===== src/verilog/atc_pkg.sv =====
// Shared constants and types for the 8-bit timer with two compare channels.
package atc_pkg;

	localparam int unsigned CNT_W = 8;
	localparam int unsigned PRE_W = 10;

	localparam logic [7:0] OFS_CTRL_A = 8'h00;
	localparam logic [7:0] OFS_CTRL_B = 8'h04;
	localparam logic [7:0] OFS_COUNT  = 8'h08;
	localparam logic [7:0] OFS_CMP_A  = 8'h0c;
	localparam logic [7:0] OFS_CMP_B  = 8'h10;
	localparam logic [7:0] OFS_FLAG   = 8'h14;
	localparam logic [7:0] OFS_MASK   = 8'h18;
	localparam logic [7:0] OFS_ASYNC  = 8'h1c;
	localparam logic [7:0] OFS_POWER  = 8'h20;

	localparam int unsigned CA_WGM_LO = 0;
	localparam int unsigned CA_COMB_LO = 4;
	localparam int unsigned CA_COMA_LO = 6;
	localparam int unsigned CB_CS_LO  = 0;
	localparam int unsigned CB_WGM2   = 3;
	localparam int unsigned CB_FOCB   = 6;
	localparam int unsigned CB_FOCA   = 7;
	localparam int unsigned FL_OVF    = 0;
	localparam int unsigned FL_MA     = 1;
	localparam int unsigned FL_MB     = 2;
	localparam int unsigned AS_SEL    = 5;
	localparam int unsigned PR_BIT    = 0;

	localparam logic [7:0] RST_BYTE  = 8'h00;
	localparam logic       RST_POWER = 1'b0;
	localparam logic [7:0] CNT_BOTTOM = 8'h00;
	localparam logic [7:0] CNT_MAX    = 8'hff;

	// Prescaler tap per clock select code; code 0 stops the timer.
	localparam logic [9:0] PRE_MASK [8] = '{10'h000, 10'h000, 10'h007, 10'h01f,
		10'h03f, 10'h07f, 10'h0ff, 10'h3ff};

	localparam logic [1:0] COM_NONE   = 2'b00;
	localparam logic [1:0] COM_TOGGLE = 2'b01;
	localparam logic [1:0] COM_CLEAR  = 2'b10;
	localparam logic [1:0] COM_SET    = 2'b11;

	typedef enum logic [2:0] {
		ATC_WGM_NORMAL   = 3'b000,
		ATC_WGM_PC_MAX   = 3'b001,
		ATC_WGM_CTC      = 3'b010,
		ATC_WGM_FAST_MAX = 3'b011,
		ATC_WGM_RSV4     = 3'b100,
		ATC_WGM_PC_CMPA  = 3'b101,
		ATC_WGM_RSV6     = 3'b110,
		ATC_WGM_FAST_CMPA = 3'b111
	} atc_wgm_e;

	typedef enum logic [1:0] {
		ATC_CLS_NONPWM = 2'b00,
		ATC_CLS_FAST   = 2'b01,
		ATC_CLS_PC     = 2'b10
	} atc_cls_e;

endpackage : atc_pkg


===== src/verilog/atc_timer.sv =====
// 8-bit timer/counter with two compare channels behind an APB slave.
//
// Our own choices: register access over APB and the placing of the registers.
module atc_timer
	import atc_pkg::*;
(
	input  wire logic        clk_sys_i,
	input  wire logic        sys_rst_i,
	input  wire logic        psel_i,
	input  wire logic        penable_i,
	input  wire logic        pwrite_i,
	input  wire logic [7:0]  paddr_i,
	input  wire logic [31:0] pwdata_i,
	output logic      [31:0] prdata_o,
	output logic             pready_o,
	output logic             pslverr_o,
	input  wire logic        osc_pin_in_i,
	input  wire logic [2:0]  irq_ack_i,
	output logic             irq_ovf_o,
	output logic             irq_match_a_o,
	output logic             irq_match_b_o,
	output logic             wave_out_a_o,
	output logic             wave_out_b_o
);

	typedef struct packed {
		logic [2:0]  wgm;
		logic [1:0]  com_a;
		logic [1:0]  com_b;
		logic [2:0]  cs;
		logic [7:0]  count;
		logic        dir_down;
		logic        block;
		logic [2:0]  flags;
		logic [2:0]  mask;
		logic        async_sel;
		logic        power_reduce;
		logic [9:0]  pre;
		logic [2:0]  osc_sync;
		logic        osc_lvl;
		logic [31:0] prdata;
		logic        pready;
		logic        pslverr;
		logic [2:0]  irq;
	} atc_top_s;

	atc_top_s   q, d;
	atc_wgm_e   wgm;
	atc_cls_e   cls;
	logic       wr_acc;
	logic       setup;
	logic       mapped;
	logic       run;
	logic       tick;
	logic       osc_rise;
	logic       wr_cnt;
	logic       ovf_set;
	logic       bottom_ev;
	logic       update_ev;
	logic [7:0] top;
	logic [7:0] rbyte;
	logic [7:0] act_a;
	logic [7:0] rd_a;
	logic [7:0] rd_b;
	logic       set_a;
	logic       set_b;
	logic       wave_a;
	logic       wave_b;
	logic [2:0] w1c;

	always_comb begin
		d = q;
		wgm = atc_wgm_e'(q.wgm);
		unique case (wgm)
			ATC_WGM_PC_MAX, ATC_WGM_PC_CMPA:     cls = ATC_CLS_PC;
			ATC_WGM_FAST_MAX, ATC_WGM_FAST_CMPA: cls = ATC_CLS_FAST;
			ATC_WGM_NORMAL, ATC_WGM_CTC,
			ATC_WGM_RSV4, ATC_WGM_RSV6:          cls = ATC_CLS_NONPWM;
		endcase
		top = (wgm == ATC_WGM_CTC || wgm == ATC_WGM_PC_CMPA || wgm == ATC_WGM_FAST_CMPA)
			? act_a : CNT_MAX;
		setup = psel_i && !penable_i;
		wr_acc = psel_i && penable_i && q.pready && pwrite_i && !q.pslverr;
		mapped = (paddr_i <= OFS_POWER) && (paddr_i[1:0] == 2'b00);

		// Oscillator pin rising edges count once the second and third stages agree.
		d.osc_sync = {q.osc_sync[1:0], osc_pin_in_i};
		if (q.osc_sync[1] == q.osc_sync[2]) begin
			d.osc_lvl = q.osc_sync[2];
		end
		osc_rise = (q.osc_sync[1] == q.osc_sync[2]) && q.osc_sync[2] && !q.osc_lvl;
		run = !q.power_reduce && (q.cs != 3'b000)
			&& (q.async_sel ? osc_rise : 1'b1);
		if (run) begin
			d.pre = q.pre + 10'h001;
		end
		tick = run && ((q.pre & PRE_MASK[q.cs]) == PRE_MASK[q.cs]);

		ovf_set = 1'b0;
		bottom_ev = 1'b0;
		update_ev = 1'b0;
		if (tick) begin
			d.block = 1'b0;
			if (cls == ATC_CLS_PC) begin
				if (!q.dir_down) begin
					if (q.count >= top) begin
						d.dir_down = 1'b1;
						update_ev = 1'b1;
						d.count = (top == CNT_BOTTOM) ? CNT_BOTTOM : q.count - 8'h01;
					end else begin
						d.count = q.count + 8'h01;
					end
				end else if (q.count == CNT_BOTTOM) begin
					d.dir_down = 1'b0;
					ovf_set = 1'b1;
					d.count = (top == CNT_BOTTOM) ? CNT_BOTTOM : 8'h01;
				end else begin
					d.count = q.count - 8'h01;
				end
			end else begin
				d.dir_down = 1'b0;
				if (cls == ATC_CLS_FAST && q.count == top) begin
					d.count = CNT_BOTTOM;
					ovf_set = 1'b1;
					update_ev = 1'b1;
				end else if (wgm == ATC_WGM_CTC && q.count == top) begin
					d.count = CNT_BOTTOM;
					ovf_set = (q.count == CNT_MAX);
				end else begin
					d.count = q.count + 8'h01;
					ovf_set = (q.count == CNT_MAX);
				end
				bottom_ev = (cls == ATC_CLS_FAST) && (d.count == CNT_BOTTOM);
			end
		end

		// A software count write wins over the timer and arms the match block.
		wr_cnt = wr_acc && (paddr_i == OFS_COUNT);
		if (wr_cnt) begin
			d.count = pwdata_i[7:0];
			d.block = 1'b1;
		end

		w1c = (wr_acc && paddr_i == OFS_FLAG) ? pwdata_i[2:0] : 3'b000;
		d.flags = (q.flags & ~w1c & ~irq_ack_i) | {set_b, set_a, ovf_set};
		d.irq = q.flags & q.mask;

		if (wr_acc && paddr_i == OFS_CTRL_A) begin
			d.wgm[1:0] = pwdata_i[CA_WGM_LO +: 2];
			d.com_a = pwdata_i[CA_COMA_LO +: 2];
			d.com_b = pwdata_i[CA_COMB_LO +: 2];
		end
		if (wr_acc && paddr_i == OFS_CTRL_B) begin
			d.wgm[2] = pwdata_i[CB_WGM2];
			d.cs = pwdata_i[CB_CS_LO +: 3];
		end
		if (wr_acc && paddr_i == OFS_MASK) d.mask = pwdata_i[2:0];
		if (wr_acc && paddr_i == OFS_ASYNC) d.async_sel = pwdata_i[AS_SEL];
		if (wr_acc && paddr_i == OFS_POWER) d.power_reduce = pwdata_i[PR_BIT];

		unique case (paddr_i)
			OFS_CTRL_A: rbyte = {q.com_a, q.com_b, 2'b00, q.wgm[1:0]};
			OFS_CTRL_B: rbyte = {4'h0, q.wgm[2], q.cs};
			OFS_COUNT:  rbyte = q.count;
			OFS_CMP_A:  rbyte = rd_a;
			OFS_CMP_B:  rbyte = rd_b;
			OFS_FLAG:   rbyte = {5'h00, q.flags};
			OFS_MASK:   rbyte = {5'h00, q.mask};
			OFS_ASYNC:  rbyte = {2'b00, q.async_sel, 5'h00};
			OFS_POWER:  rbyte = {7'h00, q.power_reduce};
			default:    rbyte = RST_BYTE;
		endcase
		d.pready = setup;
		d.pslverr = setup && !mapped;
		d.prdata = setup ? {24'h000000, rbyte} : 32'h00000000;
	end

	always_ff @(posedge clk_sys_i or posedge sys_rst_i) begin
		if (sys_rst_i) begin
			q <= '0;
			q.power_reduce <= RST_POWER;
		end else begin
			q <= d;
		end
	end

	atc_cmp_chan u_chan_a (
		.clk_sys_i   (clk_sys_i),
		.sys_rst_i   (sys_rst_i),
		.cls_i       (cls),
		.com_i       (q.com_a),
		.count_i     (q.count),
		.tick_i      (tick),
		.block_i     (q.block),
		.dir_down_i  (q.dir_down),
		.bottom_ev_i (bottom_ev),
		.update_ev_i (update_ev),
		.wr_i        (wr_acc && paddr_i == OFS_CMP_A),
		.wdata_i     (pwdata_i[7:0]),
		.force_i     (wr_acc && paddr_i == OFS_CTRL_B && pwdata_i[CB_FOCA]),
		.active_o    (act_a),
		.rd_o        (rd_a),
		.flag_set_o  (set_a),
		.wave_o      (wave_a)
	);

	atc_cmp_chan u_chan_b (
		.clk_sys_i   (clk_sys_i),
		.sys_rst_i   (sys_rst_i),
		.cls_i       (cls),
		.com_i       (q.com_b),
		.count_i     (q.count),
		.tick_i      (tick),
		.block_i     (q.block),
		.dir_down_i  (q.dir_down),
		.bottom_ev_i (bottom_ev),
		.update_ev_i (update_ev),
		.wr_i        (wr_acc && paddr_i == OFS_CMP_B),
		.wdata_i     (pwdata_i[7:0]),
		.force_i     (wr_acc && paddr_i == OFS_CTRL_B && pwdata_i[CB_FOCB]),
		.active_o    (),
		.rd_o        (rd_b),
		.flag_set_o  (set_b),
		.wave_o      (wave_b)
	);

	assign prdata_o      = q.prdata;
	assign pready_o      = q.pready;
	assign pslverr_o     = q.pslverr;
	assign irq_ovf_o     = q.irq[FL_OVF];
	assign irq_match_a_o = q.irq[FL_MA];
	assign irq_match_b_o = q.irq[FL_MB];
	assign wave_out_a_o  = wave_a;
	assign wave_out_b_o  = wave_b;
endmodule : atc_timer


===== src/verilog/atc_cmp_chan.sv =====
// One compare channel: compare buffer, active compare value and output state.
module atc_cmp_chan
	import atc_pkg::*;
(
	input  wire logic       clk_sys_i,
	input  wire logic       sys_rst_i,
	input  wire atc_cls_e   cls_i,
	input  wire logic [1:0] com_i,
	input  wire logic [7:0] count_i,
	input  wire logic       tick_i,
	input  wire logic       block_i,
	input  wire logic       dir_down_i,
	input  wire logic       bottom_ev_i,
	input  wire logic       update_ev_i,
	input  wire logic       wr_i,
	input  wire logic [7:0] wdata_i,
	input  wire logic       force_i,
	output logic [7:0]      active_o,
	output logic [7:0]      rd_o,
	output logic            flag_set_o,
	output logic            wave_o
);

	typedef struct packed {
		logic [7:0] shadow;
		logic [7:0] act;
		logic       wave;
	} atc_chan_s;

	atc_chan_s q, d;
	logic      buffered;
	logic      match;

	always_comb begin
		d = q;
		buffered = (cls_i != ATC_CLS_NONPWM);
		match = tick_i && (count_i == q.act) && !block_i;
		if (buffered && update_ev_i) begin
			d.act = q.shadow;
		end
		if (wr_i) begin
			d.shadow = wdata_i;
			if (!buffered) begin
				d.act = wdata_i;
			end
		end
		// Output mode bits are used live, never buffered with the compare value.
		if (cls_i == ATC_CLS_NONPWM) begin
			if (match || force_i) begin
				case (com_i)
					COM_TOGGLE: d.wave = !q.wave;
					COM_CLEAR:  d.wave = 1'b0;
					COM_SET:    d.wave = 1'b1;
					default:    d.wave = q.wave;
				endcase
			end
		end else if (cls_i == ATC_CLS_FAST) begin
			if (match && com_i == COM_CLEAR) d.wave = 1'b0;
			if (match && com_i == COM_SET) d.wave = 1'b1;
			if (bottom_ev_i && com_i == COM_CLEAR) d.wave = 1'b1;
			if (bottom_ev_i && com_i == COM_SET) d.wave = 1'b0;
		end else begin
			if (match && com_i == COM_CLEAR) d.wave = dir_down_i;
			if (match && com_i == COM_SET) d.wave = !dir_down_i;
		end
	end

	always_ff @(posedge clk_sys_i or posedge sys_rst_i) begin
		if (sys_rst_i) begin
			q <= '0;
		end else begin
			q <= d;
		end
	end

	assign active_o = q.act;
	assign rd_o = buffered ? q.shadow : q.act;
	assign flag_set_o = match;
	assign wave_o = q.wave;
endmodule : atc_cmp_chan


===== config.mk =====
export PLATFORM = sky130hd
export DESIGN_NAME = atc_timer
export DESIGN_NICKNAME = d
export VERILOG_FILES = /design/src/verilog/atc_pkg.sv /design/src/verilog/atc_timer.sv /design/src/verilog/atc_cmp_chan.sv
export SDC_FILE = /design/constraint.sdc
export NUM_CORES = 1
export LEC_CHECK = 0
export CAP_MARGIN = 25
export CORE_MARGIN = 3
export CORE_UTILIZATION = 40
export CTS_CLUSTER_DIAMETER = 80
export DETAILED_ROUTE_END_ITERATION = 12
export DONT_BUFFER_PORTS = 1
export PLACE_DENSITY_LB_ADDON = 0.2
export SETUP_SLACK_MARGIN = 0.02
export SYNTH_ARGS = -nofsm -noshare
export SYNTH_HDL_FRONTEND = slang
export SYNTH_SLANG_ARGS = --single-unit

===== constraint.sdc =====
create_clock -name clk_sys_i -period 5.2 [get_ports clk_sys_i]
set_input_delay 1.04 -clock clk_sys_i [delete_from_list [all_inputs] [get_ports clk_sys_i]]
set_output_delay 1.04 -clock clk_sys_i [all_outputs]
set_load 0.05 [all_outputs]

-- Word-level counts from Yosys, hierarchy flattened
Memories as Yosys holds them, arrays and structs flattened.
Index checks and enable logic that the tools add are counted.
Widths: inputs -> output; s select.
- register bits after elaboration: 89
- bits in latches: 0
- RAM bits: 0
- ROM bits: 96
- bits of input ports: 49
- output and inout bits: 39
- word-level logic and storage cells: 198
- memories: 2
- memory list (memory ; words ; width ; rd ports ; clocked after memory_dff ; write ports ; RTL line ; text):
    (no name shown) ; 8 ; 10 ; 1 ; 0 ; 0 ; atc_timer.sv:97 ; tick = run && ((q.pre & PRE_MASK[q.cs]) == PRE_MASK[q.cs]);
    (no name shown) ; 8 ; 2 ; 1 ; 0 ; 0 ; atc_timer.sv:74 ; unique case (wgm)
- add/subtract/negate cells: 3
- multipliers: 0
- divide/modulo/power cells: 0
- order comparisons: 3
- equal/unequal tests: 29
- shift-type cells: 0
- multiplexer cells: 61
- bitwise logic cells: 8
- reduce and logical (&&, ||, !) cells: 67
- operators with widths (kind ; count):
    $mux 8 ; 18
    $pmux 8 s9 ; 1
    $logic_and 1x1->1 ; 39
    $mux 1 ; 34
    $eq 8x5->1 const B ; 4
    $logic_not 8->1 ; 4
    $mux 10 ; 3
    $eq 8x8->1 ; 3
    $mux 9 ; 2
    $eq 8x4->1 const B ; 2
    $add 10x1->10 const B ; 1
    $and 10x10->10 ; 1
    $eq 10x10->1 ; 1
    $eq 2x2->1 const B ; 5
    $reduce_bool 5->1 ; 2
    $and 3x3->3 ; 3
    $logic_not 1->1 ; 9
    $add 8x1->8 const B ; 1
    $eq 8x3->1 const B ; 1
    $eq 8x6->1 const B ; 1
    $eq 8x8->1 const B ; 1
    $ge 8x8->1 ; 1
    $le 8x6->1 const B ; 1
    $reduce_and 4->1 ; 2
    20 further kinds ; 31

-- Longest topological paths before layout
- depth after elaboration: 19
- mapped depth: 13
- mapped depth without buffers: 11

-- Cells and area by module
From an unflattened synthesis, not the netlist that was laid out.
- cell total of the unflattened synthesis: 637
- area total of the unflattened synthesis: 5975.7 um^2
- by module, submodules not included (module ; instances ; cells each ; area an instance (um^2) ; sequential area each (um^2)):
    atc_timer ; 1 ; 415 ; 3738.6 ; 1376.3
    atc_cmp_chan ; 2 ; 111 ; 1118.6 ; 425.4

-- Worst setup path after synthesis
OpenSTA, ideal clock, no wires.
- kind: register -> register
- start: register q, in the netlist wgm[0]
- end: register q[66] (netlist bit)
- setup time: 0.082 ns
- arrival time: 3.074 ns
- data required time: 5.118 ns
- path slack: 2.045 ns
- stages on the path, launching flop included: 14
- path buffers: 2
- clock period less this slack: 3.155 ns
- cells stage by stage: dfrtp_1 -> buf_2 -> inv_2 -> mux2i_2 -> or2_2 -> ha_1 -> nand2b_1 -> a2111o_1 -> a211o_1 -> buf_4 -> o21a_4 -> o32ai_1 -> nand3_1 -> a31oi_1
- cells in the longest elaborated chain, start to end: 13
- elaborated cells between the ends (all ways): 24
- those cells by class: 1 x order compare; 6 x eq/ne; 11 x mux; 5 x reduce/logical; 1 x memory
- ends and longest elaborated chain (item ; RTL line ; text):
    from (decl) ; atc_timer.sv:47 ; atc_top_s q, d;
    $eq 3x2->1 / $eq 3x3->1 (equally long branches) ; atc_timer.sv:80, atc_timer.sv:126 ;
    $logic_or 1x1->1 (2 in series) ; atc_timer.sv:80 ; top = (wgm == ATC_WGM_CTC || wgm == ATC_WGM_PC_CMPA || wgm == ATC_WGM_FAST_CMPA)
    $mux 8 ; atc_timer.sv:81 ; ? act_a : CNT_MAX;
    $eq 8x8->1 ; atc_timer.sv:122, atc_timer.sv:126 ;
    $logic_and 1x1->1 ; atc_timer.sv:126 ; end else if (wgm == ATC_WGM_CTC && q.count == top) begin
    $mux 8 ; atc_timer.sv:126 ;
    $mux 8 ; atc_timer.sv:122 ; if (cls == ATC_CLS_FAST && q.count == top) begin
    $mux 8 ; atc_timer.sv:104 ; if (cls == ATC_CLS_PC) begin
    $mux 8 ; atc_timer.sv:102 ; if (tick) begin
    $mux 9 * ; atc_timer.sv:104 ;
    $mux 10 * ; atc_timer.sv:102 ;
    $mux 8 * ; atc_timer.sv:139 ; if (wr_cnt) begin
Every way passes the cells marked *; elsewhere a longest branch is shown, timed or not. The select of a mux whose other input is x is not followed.
A chain may end at the register's enable or synchronous reset.

-- Final worst setup path
Same ends and word-level chain as after synthesis.

==> impl_metrics.prom <==
# TYPE chip_impl_metric gauge
chip_impl_info{name="postSynth.topFlopCell",value="dfrtp_1"} 1
chip_impl_metric{name="clk_transition_reported_paths",unit="ps"} 70
chip_impl_metric{name="detail_route.wl_per_cell",unit="µm"} 20.7
chip_impl_metric{name="vias_per_cell",unit=""} 6.08
chip_impl_metric{name="finalClockSkew",unit="ps"} 9.63
chip_impl_metric{name="floorplan.io_pins",unit=""} 88
chip_impl_metric{name="area_growth_syn_to_layout",unit="%"} 4.58
chip_impl_metric{name="yosysWarningCount",unit=""} 0
chip_impl_metric{name="final_total_power",unit="mW"} 1.49
chip_impl_metric{name="dp_hpwl",unit="µm"} 11000
chip_impl_info{name="criticalPathCategory",value="reg -> reg"} 1
chip_impl_metric{name="synth_enable_flop_cells",unit=""} 0
chip_impl_metric{name="place_congestion",unit=""} 0.837
chip_impl_info{name="worst_path_max_delay_cell",value="mux2i_2"} 1
chip_impl_metric{name="period_needed",unit="ps"} 3760
chip_impl_metric{name="timing.fmax",unit="MHz"} 266
chip_impl_metric{name="vias_after_detailed_routing",unit=""} 4505
chip_impl_metric{name="vertical_extent_of_the_die",unit="µm"} 125
chip_impl_metric{name="ctsHtreeMaxLevel",unit=""} 3
chip_impl_metric{name="layout_worst_path_cycle_share",unit="%"} 72.3
chip_impl_metric{name="final_util",unit="%"} 43.8
chip_impl_metric{name="synth-seq-area-share",unit="%"} 39.4
chip_impl_metric{name="drc",unit=""} 0
chip_impl_metric{name="fraction_of_final_layout_cells_with_drive_strength_greater_than_1",unit="%"} 14.7
chip_impl_metric{name="fp-row-count",unit=""} 42
chip_impl_info{name="run_status",value="finished clean"} 1
chip_impl_metric{name="worst-path-max-fanout",unit=""} 19
chip_impl_metric{name="synthesized_area_per_cell",unit="µm²"} 9.73
chip_impl_metric{name="path_buf_inv",unit=""} 2
chip_impl_metric{name="wl",unit="µm"} 15300
chip_impl_metric{name="detail_route.iter0.violations",unit=""} 462
chip_impl_metric{name="cts_hold_buf",unit=""} 0
chip_impl_metric{name="floorplan.die_area",unit="mm²"} 0.0156
chip_impl_metric{name="totalNegativeSetupSlack",unit="ps"} 0
chip_impl_metric{name="gr-total-overflow",unit=""} 0
chip_impl_info{name="setup.worst_path.end_class",value="flip-flop"} 1
chip_impl_metric{name="timing_worst_slew_pin_value",unit="ps"} 867
chip_impl_metric{name="finalWorstSetupSlack",unit="ps"} 1440
chip_impl_metric{name="grtUsageTotal",unit="%"} 19.9
chip_impl_metric{name="vias_in_the_first_global_route",unit=""} 4322
chip_impl_metric{name="numCtsBuffers",unit=""} 9
chip_impl_metric{name="timing.critical_path.arrival",unit="ps"} 4030
chip_impl_metric{name="synth.ff_latch_count",unit=""} 89
chip_impl_metric{name="dieWidth",unit="µm"} 125
chip_impl_metric{name="grt_antenna_before_repair",unit=""} 1
chip_impl_metric{name="worst_case_headroom_to_the_max_slew_limit",unit="%"} 41.6
chip_impl_metric{name="initial_utilization",unit="%"} 41.8
chip_impl_metric{name="crit_required",unit="ps"} 5470
chip_impl_info{name="setup_repair_after_global_routing_missed_its_margin",value="false"} 1
chip_impl_metric{name="placement.cell_area",unit="mm²"} 0.00562
chip_impl_info{name="cell_at_the_root_of_the_clock_tree",value="clkbuf_16"} 1
chip_impl_metric{name="layout.cell_area.non_filler",unit="mm²"} 0.00591
chip_impl_metric{name="cp_slowest_stage_delay",unit="ps"} 500
chip_impl_metric{name="insertion_delay",unit="ps"} 350
chip_impl_info{name="critical_path.cell_chain",value="buf_4, inv_2, mux2i_2, or2_2, ha_1, nand2b_1, a2111o_1, a211o_1, o21a_4, o32ai_1, nand3_1, a31oi_1"} 1
chip_impl_metric{name="cts-root-to-sink-buffers",unit=""} 2
chip_impl_metric{name="grt_pass1_wl",unit="µm"} 24700
chip_impl_metric{name="fp.coreArea",unit="mm²"} 0.0135
chip_impl_metric{name="power-per-cell-area",unit="mW/mm²"} 251
chip_impl_metric{name="insertedDiodeCount",unit=""} 0
chip_impl_metric{name="synth_cells",unit=""} 581
chip_impl_metric{name="final_setup_violation_count",unit=""} 0
chip_impl_info{name="cts_tree",value="built"} 1
chip_impl_info{name="worstHoldPathType",value="reg -> reg"} 1
chip_impl_metric{name="post_synth_num_cell_types",unit=""} 82
chip_impl_metric{name="ant_nets",unit=""} 0
chip_impl_metric{name="cts.sinks",unit=""} 89
chip_impl_metric{name="hold_viol_final",unit=""} 0
chip_impl_metric{name="cts.repair.resized",unit=""} 0
chip_impl_metric{name="quantity_of_i_o_buffers_inserted_on_ports",unit=""} 0
chip_impl_metric{name="postSynth.asyncResetShare",unit="%"} 100
chip_impl_metric{name="max-cap-violations",unit=""} 0
chip_impl_metric{name="total_leakage_power",unit="nW"} 2.51
chip_impl_metric{name="synth_area",unit="mm²"} 0.00565
chip_impl_info{name="crit_family",value="compound AO/OA/AOI/OAI gates"} 1
chip_impl_metric{name="report.final.slew_viol_count",unit=""} 0
chip_impl_metric{name="worst_vdd_rail_ir_drop",unit="mV"} 0.202
chip_impl_metric{name="post_cts_setup_buffer_count",unit=""} 0
chip_impl_metric{name="drt-pass1-iter-count",unit=""} 6
chip_impl_info{name="setup.worst_path.start_class",value="flip-flop"} 1
chip_impl_metric{name="grt_max_degree",unit=""} 64
chip_impl_metric{name="place_ws",unit="ps"} 1480
chip_impl_metric{name="nNetsFinal",unit=""} 624
through the flow:
stage | hold WS [ps] | instances
5_1_grt | 366 | 741
3_3_place_gp | 340 | 725
2_1_floorplan | 331 | 604
3_5_place_dp | 344 | 725
6_report | 354 | 741
4_1_cts | 358 | 741
sequential cells by signal, indices dropped and copies added, names as in the netlist, 2 cells and up:
signal / cells
u_chan_a.q: 8
wgm: 3
d: 2
u_chan_a.active_o: 8
q: 37
u_chan_b.q: 8
u_chan_b.active_o: 8
prdata_o: 8
Yosys cell counts, types with 7 or more instances:
master	number	area [µm²]
xor2_1	12	105
xnor2_1	16	140
mux2i_1	20	200
a221o_1	12	120
buf_4	36	270
ha_1	15	188
nand2_1	37	139
nand4_1	7	43.8
dfrtp_1	89	2230
inv_1	9	33.8
a31oi_1	8	50.1
a21oi_1	31	155
mux2_2	36	405
nor3_1	12	60.1
o21ai_0	20	100
clkbuf_1	12	45.0
nor2_1	60	225
nand3_1	21	105
buf_2	11	55.1
power breakdown:
group	internal [mW]	total [mW]	switching, mW	leakage, nW
logic	0.0353	0.125	0.0892	1.27
clock network	0.333	0.629	0.296	0.137
registers	0.703	0.732	0.0287	1.11
placed cells by master (no fill, tap or decap), types with 4 or more instances in the layout:
cell and count:
nand2b_1 4, and3_1 5, nand3_1 21, a221o_1 12, inv_1 8, nand3b_1 5, conb_1 24, a31oi_1 8
a222oi_1 6, nor3_2 4, nand2_1 37, dfrtp_1 89, ha_1 15, and2_1 6, o31ai_1 5, mux2_2 36
nor3_1 12, o21ai_0 20, a22oi_1 6, xor2_1 12, xnor2_1 16, clkbuf_16 9, a21oi_1 31, nand4_1 7
nor2_1 60, nor4_1 5, mux2i_1 20, buf_4 6
worst paths after layout:
kind | startpoint | to | slack [ps] | cells after the start
setup / recovery | wgm[0] | q[66] | 1440 | 12
hold / removal | d[39] | d[40] | 350 | 0
setup reg to reg | wgm[0] | q[66] | 1440 | 12
hold reg to reg | d[39] | d[40] | 350 | 0
max in group asynchronous | sys_rst_i | prdata_o[5] | 3580 | 2
min in group asynchronous | sys_rst_i | u_chan_b.q[10] | 530 | 1
routing by layer:
| metal | GRT usage [%] | part of all wire (%) |
|---|---|---|
| met3 | 5.79 | 7.9 |
| met2 | 29.5 | 44 |
| met4 | 6.76 | 2.5 |
| met1 | 27.9 | 45 |
| met5 | 0 | 0.085 |
cell type report:
| cell class | instances | area [µm²] |
|---|---|---|
| clock inverters | 7 | 65.1 |
| clock buffers | 9 | 225 |
| flip-flops and latches | 89 | 2230 |
| multi-input cells | 444 | 3090 |
| fillers | 1294 | 7590 |
| repair buffers | 6 | 45.0 |
| inverters | 10 | 40.0 |
| well taps | 176 | 220 |
cell families (layout without fill, tap and decap cells):
family                   count (synthesis)  in the layout  synth area share [%]
adder cells (fa/ha/maj)                 15             15                  3.32
multiplexers                            58             58                  11.2
AND/OR/NAND/NOR                        186            186                  16.8
other                                    1             24                0.0664
XOR/XNOR                                28             28                  4.34
AO/OA/AOI/OAI                          133            133                  17.4
flip-flops                              89             89                  39.4
buffers and inverters                   71             32                  7.48
Note: power is estimated with default switching activity, not from simulation.
